**config.mk**
```make
export PLATFORM = sky130hd
export DESIGN_NAME = pgc_top
export DESIGN_NICKNAME = d
export VERILOG_FILES = /design/src/pgc_pkg.sv /design/src/pgc_top.sv /design/src/pgc_pin_cell.sv
export VERILOG_INCLUDE_DIRS = /design/src
export SDC_FILE = /design/constraint.sdc
export NUM_CORES = 1
export LEC_CHECK = 0
export ABC_AREA = 1
export BUFFER_PORTS_ARGS = -buffer_cell sky130_fd_sc_hd__clkbuf_2
export CAP_MARGIN = 20
export CELL_PAD_IN_SITES_DETAIL_PLACEMENT = 0
export CELL_PAD_IN_SITES_GLOBAL_PLACEMENT = 1
export CORE_UTILIZATION = 33
export DETAILED_ROUTE_END_ITERATION = 10
export PLACE_DENSITY = 0.77
export SYNTH_ARGS = -nofsm -noshare
export SYNTH_HDL_FRONTEND = slang
export SYNTH_SLANG_ARGS = --single-unit
```
**constraint.sdc**
```tcl
create_clock -name clk_i -period 1.3 [get_ports clk_i]
set_input_delay 0.26 -clock clk_i [delete_from_list [all_inputs] [get_ports clk_i]]
set_output_delay 0.26 -clock clk_i [all_outputs]
set_load 0.005 [all_outputs]
```
**src/pgc_regs.svh**
```systemverilog
`ifndef PGC_REGS_SVH
`define PGC_REGS_SVH

`define PGC_ADR_W        8
`define PGC_OFF_FSEL_B   8'h0c
`define PGC_OFF_FSEL_C   8'h10
`define PGC_OFF_FSEL_D   8'h14
`define PGC_OFF_DRV_TYPE 8'h28
`define PGC_OFF_PULLUP   8'h2c
`define PGC_OFF_PULLDN   8'h30
`define PGC_OFF_INP_EN   8'h38

`define PGC_MASK_FSEL_B  8'hfe
`define PGC_MASK_FSEL_C  8'hff
`define PGC_MASK_FSEL_D  8'h0c
`define PGC_MASK_FULL    8'hff
`define PGC_RESET_VAL    8'h00
`define PGC_ZERO_HI      24'h000000

`define PGC_OUTS_B       8'hfc
`define PGC_OUTS_C       8'hbe
`define PGC_OUTS_D       8'h08

`define PGC_PIN_EMG      1
`define PGC_PIN_SDI      6
`define PGC_PIN_MTIN     0
`define PGC_PIN_TBIN     2

`endif

```
**src/pgc_pkg.sv**
```systemverilog
package pgc_pkg;
    typedef logic [7:0] pgc_pins_t;
    typedef enum logic [1:0] {
        PGC_SRC_PORT,
        PGC_SRC_B,
        PGC_SRC_C,
        PGC_SRC_D
    } pgc_src_e;
endpackage

```
**src/pgc_top.sv**
```systemverilog
`timescale 1ns/10ps
`include "pgc_regs.svh"
module pgc_top (
    input  wire logic                clk_i,
    input  wire logic                rst_i,
    // Wishbone slave
    input  wire logic                wb_cyc_i,
    input  wire logic                wb_stb_i,
    input  wire logic                wb_we_i,
    input  wire logic [7:0]          wb_adr_i,
    input  wire logic [3:0]          wb_sel_i,
    input  wire logic [31:0]         wb_dat_i,
    output logic      [31:0]         wb_dat_o,
    output logic                     wb_ack_o,
    // Plain port side, from data and output control registers
    input  wire pgc_pkg::pgc_pins_t  port_out_i,
    input  wire pgc_pkg::pgc_pins_t  port_oe_i,
    output pgc_pkg::pgc_pins_t       port_in_o,
    // Peripheral outputs toward pins
    input  wire logic                motor_phase_u_out_i,
    input  wire logic                motor_phase_x_out_i,
    input  wire logic                motor_phase_v_out_i,
    input  wire logic                motor_phase_y_out_i,
    input  wire logic                motor_phase_w_out_i,
    input  wire logic                motor_phase_z_out_i,
    input  wire logic                serial1_frame_select_i,
    input  wire logic                serial1_data_out_i,
    input  wire logic                serial1_clock_i,
    input  wire logic                motor_timer_out_a_i,
    input  wire logic                motor_timer_out_b_i,
    input  wire logic                motor_emergency_signal_i,
    input  wire logic                mt_timer_out_i,
    // Peripheral inputs from pins
    output logic                     emergency_stop_in_o,
    output logic                     serial1_data_in_o,
    output logic                     motor_timer_input_o,
    output logic                     mt_timer_in_o,
    // Pads
    input  wire pgc_pkg::pgc_pins_t  pin_i,
    output pgc_pkg::pgc_pins_t       pin_o,
    output pgc_pkg::pgc_pins_t       pin_oe_n_o,
    output pgc_pkg::pgc_pins_t       pin_pullup_o,
    output pgc_pkg::pgc_pins_t       pin_pulldown_o
);
    import pgc_pkg::*;

    pgc_pins_t  fsel_b_q;
    pgc_pins_t  fsel_c_q;
    pgc_pins_t  fsel_d_q;
    pgc_pins_t  drv_type_q;
    pgc_pins_t  pullup_q;
    pgc_pins_t  pulldn_q;
    pgc_pins_t  inp_en_q;

    logic        req;
    logic        wr_commit;
    logic        lane0_wr;
    logic [7:0]  wr_byte;
    logic [7:0]  rd_byte;
    logic [31:0] rd_word_d;

    pgc_src_e    src [8];
    pgc_pins_t   val_b;
    pgc_pins_t   val_c;
    pgc_pins_t   val_d;
    pgc_pins_t   drv_val;
    pgc_pins_t   drv_en;
    pgc_pins_t   cell_in;
    pgc_pins_t   outs_b;
    pgc_pins_t   outs_c;
    pgc_pins_t   outs_d;

    // One write strobe per register keeps the address decode in one place
    logic        wr_fsel_b;
    logic        wr_fsel_c;
    logic        wr_fsel_d;
    logic        wr_drv_type;
    logic        wr_pullup;
    logic        wr_pulldn;
    logic        wr_inp_en;

    ////////////////////////////////////////////////////////////////////////////
    // Bus handshake: ack one cycle after the request is seen, dropped after.
    // The write lands on the edge where the master samples ack, so a
    // master that aborts early never changes a register.
    assign req       = wb_cyc_i & wb_stb_i;
    assign wr_commit = req & wb_we_i & wb_ack_o;
    assign lane0_wr  = wr_commit & wb_sel_i[0];
    assign wr_byte   = wb_dat_i[7:0];

    // Only the low lane carries settings; other lanes cannot reach a register
    assign wr_fsel_b   = lane0_wr & (wb_adr_i == `PGC_OFF_FSEL_B);
    assign wr_fsel_c   = lane0_wr & (wb_adr_i == `PGC_OFF_FSEL_C);
    assign wr_fsel_d   = lane0_wr & (wb_adr_i == `PGC_OFF_FSEL_D);
    assign wr_drv_type = lane0_wr & (wb_adr_i == `PGC_OFF_DRV_TYPE);
    assign wr_pullup   = lane0_wr & (wb_adr_i == `PGC_OFF_PULLUP);
    assign wr_pulldn   = lane0_wr & (wb_adr_i == `PGC_OFF_PULLDN);
    assign wr_inp_en   = lane0_wr & (wb_adr_i == `PGC_OFF_INP_EN);

    always_ff @(posedge clk_i) begin
        if (rst_i) begin
            wb_ack_o <= 1'b0;
        end else begin
            wb_ack_o <= req & ~wb_ack_o;
        end
    end

    ////////////////////////////////////////////////////////////////////////////
    // Configuration registers, one block each
    always_ff @(posedge clk_i) begin
        if (rst_i) begin
            fsel_b_q <= `PGC_RESET_VAL;
        end else if (wr_fsel_b) begin
            fsel_b_q <= wr_byte & `PGC_MASK_FSEL_B;
        end
    end

    always_ff @(posedge clk_i) begin
        if (rst_i) begin
            fsel_c_q <= `PGC_RESET_VAL;
        end else if (wr_fsel_c) begin
            fsel_c_q <= wr_byte & `PGC_MASK_FSEL_C;
        end
    end

    always_ff @(posedge clk_i) begin
        if (rst_i) begin
            fsel_d_q <= `PGC_RESET_VAL;
        end else if (wr_fsel_d) begin
            fsel_d_q <= wr_byte & `PGC_MASK_FSEL_D;
        end
    end

    always_ff @(posedge clk_i) begin
        if (rst_i) begin
            drv_type_q <= `PGC_RESET_VAL;
        end else if (wr_drv_type) begin
            drv_type_q <= wr_byte & `PGC_MASK_FULL;
        end
    end

    always_ff @(posedge clk_i) begin
        if (rst_i) begin
            pullup_q <= `PGC_RESET_VAL;
        end else if (wr_pullup) begin
            pullup_q <= wr_byte & `PGC_MASK_FULL;
        end
    end

    always_ff @(posedge clk_i) begin
        if (rst_i) begin
            pulldn_q <= `PGC_RESET_VAL;
        end else if (wr_pulldn) begin
            pulldn_q <= wr_byte & `PGC_MASK_FULL;
        end
    end

    always_ff @(posedge clk_i) begin
        if (rst_i) begin
            inp_en_q <= `PGC_RESET_VAL;
        end else if (wr_inp_en) begin
            inp_en_q <= wr_byte & `PGC_MASK_FULL;
        end
    end

    ////////////////////////////////////////////////////////////////////////////
    // Read side. Reserved and unmapped words answer with zero rather than
    // an error, so a stray access cannot hang the bus.
    always_comb begin
        case (wb_adr_i)
            `PGC_OFF_FSEL_B:   rd_byte = fsel_b_q;
            `PGC_OFF_FSEL_C:   rd_byte = fsel_c_q;
            `PGC_OFF_FSEL_D:   rd_byte = fsel_d_q;
            `PGC_OFF_DRV_TYPE: rd_byte = drv_type_q;
            `PGC_OFF_PULLUP:   rd_byte = pullup_q;
            `PGC_OFF_PULLDN:   rd_byte = pulldn_q;
            `PGC_OFF_INP_EN:   rd_byte = inp_en_q;
            default:           rd_byte = `PGC_RESET_VAL;
        endcase
        rd_word_d = {`PGC_ZERO_HI, rd_byte};
    end

    always_ff @(posedge clk_i) begin
        if (rst_i) begin
            wb_dat_o <= {`PGC_ZERO_HI, `PGC_RESET_VAL};
        end else if (req && !wb_we_i && !wb_ack_o) begin
            wb_dat_o <= rd_word_d;
        end else begin
            wb_dat_o <= {`PGC_ZERO_HI, `PGC_RESET_VAL};
        end
    end

    ////////////////////////////////////////////////////////////////////////////
    // Function selection per pin. Should software set several select bits
    // for one pin, the highest register wins: D over C over B.
    always_comb begin
        for (int i = 0; i < 8; i++) begin
            if (fsel_d_q[i]) begin
                src[i] = PGC_SRC_D;
            end else if (fsel_c_q[i]) begin
                src[i] = PGC_SRC_C;
            end else if (fsel_b_q[i]) begin
                src[i] = PGC_SRC_B;
            end else begin
                src[i] = PGC_SRC_PORT;
            end
        end
    end

    // Peripheral output values in pin order 7..0
    always_comb begin
        val_b = {motor_phase_u_out_i, motor_phase_x_out_i,
                 motor_phase_v_out_i, motor_phase_y_out_i,
                 motor_phase_w_out_i, motor_phase_z_out_i,
                 2'b00};
        val_c = {serial1_frame_select_i, 1'b0,
                 serial1_data_out_i, serial1_clock_i,
                 motor_timer_out_a_i, motor_timer_out_b_i,
                 motor_emergency_signal_i, 1'b0};
        val_d = {4'h0, mt_timer_out_i, 3'h0};
    end

    // Which pins each function register turns into outputs; the rest are inputs
    assign outs_b = `PGC_OUTS_B;
    assign outs_c = `PGC_OUTS_C;
    assign outs_d = `PGC_OUTS_D;

    // Pins given to a peripheral input are never driven by this block
    always_comb begin
        for (int i = 0; i < 8; i++) begin
            case (src[i])
                PGC_SRC_PORT: begin
                    drv_val[i] = port_out_i[i];
                    drv_en[i]  = port_oe_i[i];
                end
                PGC_SRC_B: begin
                    drv_val[i] = val_b[i];
                    drv_en[i]  = outs_b[i];
                end
                PGC_SRC_C: begin
                    drv_val[i] = val_c[i];
                    drv_en[i]  = outs_c[i];
                end
                PGC_SRC_D: begin
                    drv_val[i] = val_d[i];
                    drv_en[i]  = outs_d[i];
                end
                default: begin
                    drv_val[i] = 1'b0;
                    drv_en[i]  = 1'b0;
                end
            endcase
        end
    end

    ////////////////////////////////////////////////////////////////////////////
    // Pad cells
    for (genvar g = 0; g < 8; g++) begin : g_pin
        pgc_pin_cell u_cell (
            .clk_i        (clk_i),
            .rst_i        (rst_i),
            .pin_i        (pin_i[g]),
            .drv_val_i    (drv_val[g]),
            .drv_en_i     (drv_en[g]),
            .open_drain_i (drv_type_q[g]),
            .in_en_i      (inp_en_q[g]),
            .pullup_i     (pullup_q[g]),
            .pulldown_i   (pulldn_q[g]),
            .pin_o        (pin_o[g]),
            .pin_oe_n_o   (pin_oe_n_o[g]),
            .in_o         (cell_in[g]),
            .pullup_o     (pin_pullup_o[g]),
            .pulldown_o   (pin_pulldown_o[g])
        );
    end

    ////////////////////////////////////////////////////////////////////////////
    // Input fan-out. Peripherals see a pin only while it is routed to them;
    // otherwise they read low. The port view always follows input enable.
    always_ff @(posedge clk_i) begin
        if (rst_i) begin
            port_in_o <= `PGC_RESET_VAL;
        end else begin
            port_in_o <= cell_in;
        end
    end

    // Emergency input: pin 1 under select B only
    always_ff @(posedge clk_i) begin
        if (rst_i) begin
            emergency_stop_in_o <= 1'b0;
        end else begin
            emergency_stop_in_o <= cell_in[`PGC_PIN_EMG]
                                 & (src[`PGC_PIN_EMG] == PGC_SRC_B);
        end
    end

    // Serial 1 data in: pin 6 under select C only
    always_ff @(posedge clk_i) begin
        if (rst_i) begin
            serial1_data_in_o <= 1'b0;
        end else begin
            serial1_data_in_o <= cell_in[`PGC_PIN_SDI]
                               & (src[`PGC_PIN_SDI] == PGC_SRC_C);
        end
    end

    // Motor timer input: pin 0 under select C only
    always_ff @(posedge clk_i) begin
        if (rst_i) begin
            motor_timer_input_o <= 1'b0;
        end else begin
            motor_timer_input_o <= cell_in[`PGC_PIN_MTIN]
                                 & (src[`PGC_PIN_MTIN] == PGC_SRC_C);
        end
    end

    // Timer capture input: pin 2 under select D only
    always_ff @(posedge clk_i) begin
        if (rst_i) begin
            mt_timer_in_o <= 1'b0;
        end else begin
            mt_timer_in_o <= cell_in[`PGC_PIN_TBIN]
                           & (src[`PGC_PIN_TBIN] == PGC_SRC_D);
        end
    end
endmodule

```
**src/pgc_pin_cell.sv**
```systemverilog
`timescale 1ns/10ps
module pgc_pin_cell (
    input  wire logic clk_i,
    input  wire logic rst_i,
    input  wire logic pin_i,
    input  wire logic drv_val_i,
    input  wire logic drv_en_i,
    input  wire logic open_drain_i,
    input  wire logic in_en_i,
    input  wire logic pullup_i,
    input  wire logic pulldown_i,
    output logic      pin_o,
    output logic      pin_oe_n_o,
    output logic      in_o,
    output logic      pullup_o,
    output logic      pulldown_o
);
    logic sync1_q;
    logic sync2_q;
    logic out_d;
    logic oe_n_d;

    ////////////////////////////////////////////////////////////////////////////
    // Pin input: two flops before anything looks at it
    always_ff @(posedge clk_i) begin
        if (rst_i) begin
            sync1_q <= 1'b0;
            sync2_q <= 1'b0;
        end else begin
            sync1_q <= pin_i;
            sync2_q <= sync1_q;
        end
    end

    // Disabled input reads low so a floating pin cannot toggle logic
    always_ff @(posedge clk_i) begin
        if (rst_i) begin
            in_o <= 1'b0;
        end else begin
            in_o <= sync2_q & in_en_i;
        end
    end

    ////////////////////////////////////////////////////////////////////////////
    // Open drain only ever pulls low; a high is left to the board
    always_comb begin
        out_d  = drv_val_i & ~open_drain_i;
        oe_n_d = ~(drv_en_i & (~open_drain_i | ~drv_val_i));
    end

    always_ff @(posedge clk_i) begin
        if (rst_i) begin
            pin_o      <= 1'b0;
            pin_oe_n_o <= 1'b1;
        end else begin
            pin_o      <= out_d;
            pin_oe_n_o <= oe_n_d;
        end
    end

    always_ff @(posedge clk_i) begin
        if (rst_i) begin
            pullup_o   <= 1'b0;
            pulldown_o <= 1'b0;
        end else begin
            pullup_o   <= pullup_i;
            pulldown_o <= pulldown_i;
        end
    end
endmodule

```
* After elaboration in Yosys (flattened, before gate mapping)
Index checks and enable logic that the tools add are counted.
Storage, ports and cells: flip-flop bits (word level) 150, word-level logic and storage cells 231
Operators by class: equal/unequal tests 31, mux-type cells 34, bitwise logic cells 74, reductions and logical operators 21
Operators with widths (count):
- 8-bit case mux with 7 select lines | 1
- 1-bit bitwise AND | 40
- 2-bit == test (second input constant) | 16
- 8-bit by 6-bit == test with 1-bit output (second input constant) | 4
- 1-bit inverter | 26
- 1-bit case mux with 3 select lines | 8
- 2-bit two-way mux | 10
- 1-bit case mux with 4 select lines | 5
- 2-bit by 1-bit == test with 1-bit output (second input constant) | 8
- 8-bit by 5-bit == test with 1-bit output (second input constant) | 2
- 2-bit logical NOT | 8
- 2-bit OR reduction | 7
- 8-bit by 4-bit == test with 1-bit output (second input constant) | 1
- 1-bit OR | 8
- 1-bit two-way mux | 7
- 1-bit case mux with 2 select lines | 3
- 3-bit OR reduction | 2
- 1-bit logical AND | 2
- 1-bit logical NOT | 2

* Longest topological paths before layout
depth in word-level cells 9, mapped depth 10, mapped depth without buffers 9

* By module
A second synthesis with hierarchy kept.
Unflattened totals: cell total of the unflattened synthesis 685, area total of the unflattened synthesis 5098.6 µm²
By module, submodules not included:
- pgc_top | instances 1, cells each 509, area an instance 3517.1 µm², sequential area each 1401.3 µm²
- pgc_pin_cell | instances 8, cells each 22, area an instance 197.7 µm², sequential area each 140.1 µm²

* Worst setup path before layout
Ideal clock, no wire load.
kind register to register, start point register fsel_c_q[2], end point register g_pin[2].u_cell.pin_oe_n_o, library setup time 136 ps, data arrival time 1165 ps, required time 1164 ps, path slack -1 ps, cell stages (with the launch flop) 7, path buffers 0, clock period less this slack 1301 ps, cell sequence dfxtp_1 > inv_1 > a21oi_1 > inv_1 > ha_1 > o21ai_0 > o211ai_1
Between the ends: word-level cells in the longest chain between the ends 8, elaborated cells between the ends (all ways) 13, classes of those cells eq/ne (3); mux (4); bitwise (4); reduce/logical (2)
RTL lines:
- start: declaration | RTL line pgc_top.sv:48 | pgc_pins_t fsel_c_q;
- start signal: assignment | RTL line pgc_top.sv:120 | fsel_c_q <= `PGC_RESET_VAL;
- start signal: assignment | RTL line pgc_top.sv:122 | fsel_c_q <= wr_byte & `PGC_MASK_FSEL_C;
- 2-bit two-way mux * | RTL line pgc_top.sv:200 | end else if (fsel_c_q[i]) begin
- 2-bit two-way mux * | RTL line pgc_top.sv:198 | if (fsel_d_q[i]) begin
- 2-bit == test (tied with other cells) | RTL line pgc_top.sv:231 | case (src[i])
- 1-bit case mux with 4 select lines | RTL line pgc_top.sv:231
- 1-bit inverter | RTL line pgc_pin_cell.sv:48 | oe_n_d = ~(drv_en_i & (~open_drain_i | ~drv_val_i));
- 1-bit OR | RTL line pgc_pin_cell.sv:48
- 1-bit bitwise AND * | RTL line pgc_pin_cell.sv:48
- 1-bit inverter * | RTL line pgc_pin_cell.sv:48
- end signal: assignment | RTL line pgc_pin_cell.sv:57 | pin_oe_n_o <= oe_n_d;
- end: declaration | RTL line pgc_pin_cell.sv:13 | output logic pin_oe_n_o,
Mark *: on every way between the ends. The rest lies on a longest branch, timed or not. A chain may end at the register's enable or synchronous reset.

* Final worst setup path
start point register wb_ack_o, end point output port wb_ack_o
RTL lines:
- start: declaration | RTL line pgc_top.sv:14 | output logic wb_ack_o,
- start signal: assignment | RTL line pgc_top.sv:104 | wb_ack_o <= req & ~wb_ack_o;
No word-level cell between the ends.

==> results.tsv <==
metric	value	unit
First-pass DRT Iterations	4	
die area	16400	um^2
DRT met1 WL	5840	um
vias in the first global route	4131	
layout cells sized above 1	29.6	%
Syn Area/Cell	7.74	um^2
Layout fillers	1576	
Die Height	128	um
Hold Fails Final Rpt	0	
fin. max-slew vios	0	
Via density	4.24	
YS warnings	0	
EDFF count, synth	0	
CTS tree	done	
fin area	6750	um^2
setup ws final	0.0494	ns
arrival time at the worst endpoint	0.99	ns
Final ANT Viol Nets	0	
H-tree lvl count	4	
Diodes inserted	0	
Post-Synthesis Cells	679	
# DRC	0	
Max Buffers Root-to-Sink	2	
GRT Util Overall	16.1	%
DRT iter0 DRCs	139	
Leak Pwr	0.00309	uW
Tmin final	1.25	ns
pin count of the biggest net entering global routing	49	
Power Density	1380	nW/um^2
RSZ-0062 raised after global routing	true	
Most used DFF post-synth	dfxtp_1	
distinct cell type count after synthesis	33	
Setup WS pre-CTS	-0.161	ns
# setup viols final	0	
DR vias	4333	
HP Class	input pin to register	
commonest cells in the netlist	dfxtp_1, nor2_1, inv_1, nand2_1, buf_4	
Synth-to-Final Area Change	28.4	%
CP max FO	3	
WL met3	509	um
Worst Path Required	1.04	ns
Synth top area share	48.0	%
highest metal used	met4	
maximum VDD drop	887	uV
total CTS buffers	17	
Final Non-Filler Cells	1023	
initial antenna violation count	0	
Sink Count	126	
Crit Path Class	register to primary output	
top post-synthesis cells by area	dfxtp_1, buf_4, nor2_1	
nets	890	
nature of the critical path endpoint	primary output	
Post-Place Cell Area	5980	um^2
Achievable Freq	800	MHz
Seq/Total Area, Yosys	48.0	%
met2 wire len	6020	um
CTS root buffer	clkbuf_16	
core area	15400	um^2
Die W	128	um
Setup crit start kind	register	
mapped cell area	5260	um^2
Yosys top cell by area	dfxtp_1	
placed insts	988	
Final Util	43.9	%
Async SR Flop Fraction	0	%
final RePlAce weighted congestion	0.841	
Skew-Pair Late Insertion Delay	0.43	ns
Rows	45	
most frequent cell after synthesis	dfxtp_1	
IO buf count	111	
Starting Density	34.2	%
GRT overflow	0	
overall routed net length	12500	um
Seq cells post-synth	126	
first-pass GRT wire length	20200	um
Clk pin slew, worst setup/hold paths	0.06	ns
final worst-path cycle share	96.2	%
HPWL after DPL	9180	um
max cap viols	0	
Final Skew	0.0200	ns
status	finished, final reports clean	
Boundary Pins	163	
Wirelength per Cell	12.3	um
layout by cell type, fill, tap and decap left out, types with 3 or more instances in the layout:
cell	synthesis	routed
a21oi_1	48	47
buf_12	0	4
buf_4	59	38
buf_6	4	3
bufinv_16	0	3
clkbuf_16	0	17
clkbuf_2	0	111
conb_1	1	24
dfxtp_1	126	123
inv_1	86	83
inv_2	12	14
inv_6	0	7
nand2_1	85	83
nand2_2	6	6
nand2_4	2	4
nand3_1	52	50
nand3_2	2	4
nor2_1	92	89
nor2_2	1	3
nor2_4	6	7
nor3_1	7	6
o21ai_0	37	20
o21ai_1	18	33
o221ai_1	3	3
power breakdown:
group / internal (uW) / switching [uW] / leakage (uW)
Combinational: 181 / 257 / 0.00176
Clock: 3100 / 1850 / 0.000299
Sequential: 3910 / 12.6 / 0.00102
per-stage QoR:
| step | power [uW] | TNS (ns) | hold slack (ns) |
|---|---|---|---|
| after CTS | 9450 | 0 | 0.00230 |
| after global placement | 4440 | -3.05 | 0.392 |
| after floorplan | 4300 | 0 | 0.344 |
| final | 9310 | 0 | 0.0142 |
| after detailed placement | 4440 | -3.92 | 0.393 |
| after global routing | 9670 | -0.0931 | 0.0207 |
worst paths after layout:
check	cells past startpoint	startpoint	to	slack, ns
max	2	wb_ack_o$_SDFF_PP0_	wb_ack_o	0.05
min reg2reg	2	g_pin[7].u_cell.sync1_q$_SDFF_PP0_	g_pin[7].u_cell.sync2_q$_SDFF_PP0_	0.40
max reg2reg	8	fsel_c_q[2]$_SDFFE_PP0P_	g_pin[2].u_cell.pin_oe_n_o$_SDFF_PP1_	0.05
min	3	pin_i[1]	g_pin[1].u_cell.sync1_q$_SDFF_PP0_	0.01
layout make-up:
class	instances	area, um^2	area share, %
timing repair buffer	158	975	14.4
tap	211	264	3.91
clock buffer	18	439	6.51
clock inverter	13	176	2.61
inverter	99	377	5.58
multi-input combinational	398	1990	29.5
sequential	126	2530	37.5
layer usage:
metal,vias up,global-route usage (%)
met5,-,0
met4,0,6.02
met3,12,4.42
met2,83,27.4
met1,1937,19.3
li1,2301,-
registers in the layout, indices dropped and copies added (netlist names), 2 cells and up:
name,cells
g_pin.u_cell.in_o,8
pullup_q,8
drv_type_q,8
pulldn_q,8
g_pin.u_cell.pin_o,8
wb_dat_o,8
port_in_o,8
g_pin.u_cell.pullup_o,8
fsel_b_q,7
g_pin.u_cell.sync1_q,8
fsel_d_q,2
g_pin.u_cell.pin_oe_n_o,8
g_pin.u_cell.pulldown_o,8
inp_en_q,8
fsel_c_q,8
g_pin.u_cell.sync2_q,8
worst max-delay path, cell delays in order (launching register included):
cell	delay (ns)
dfxtp_2	0.32
buf_4	0.13
clkbuf_2	0.10
cell families (layout without fill, tap and decap cells):
group,count (synthesis),in the layout,share of synthesized area [%]
adder cells (fa/ha/maj),4,4,0.952
flip-flops,126,126,48.0
AO/OA/AOI/OAI,110,110,10.9
buffers and inverters,178,288,17.6
AND/OR/NAND/NOR,260,260,22.4
other,1,24,0.0714
what timing repair did:
action                                 CTS  global route
resized for setup                        9            39
pin swaps                                3             7
hold buffers                             2             0
buffers inserted                         1             1
setup endpoints to repair               14            32
endpoints found under the hold margin    2             0
Power figures use the tool's default switching activity.
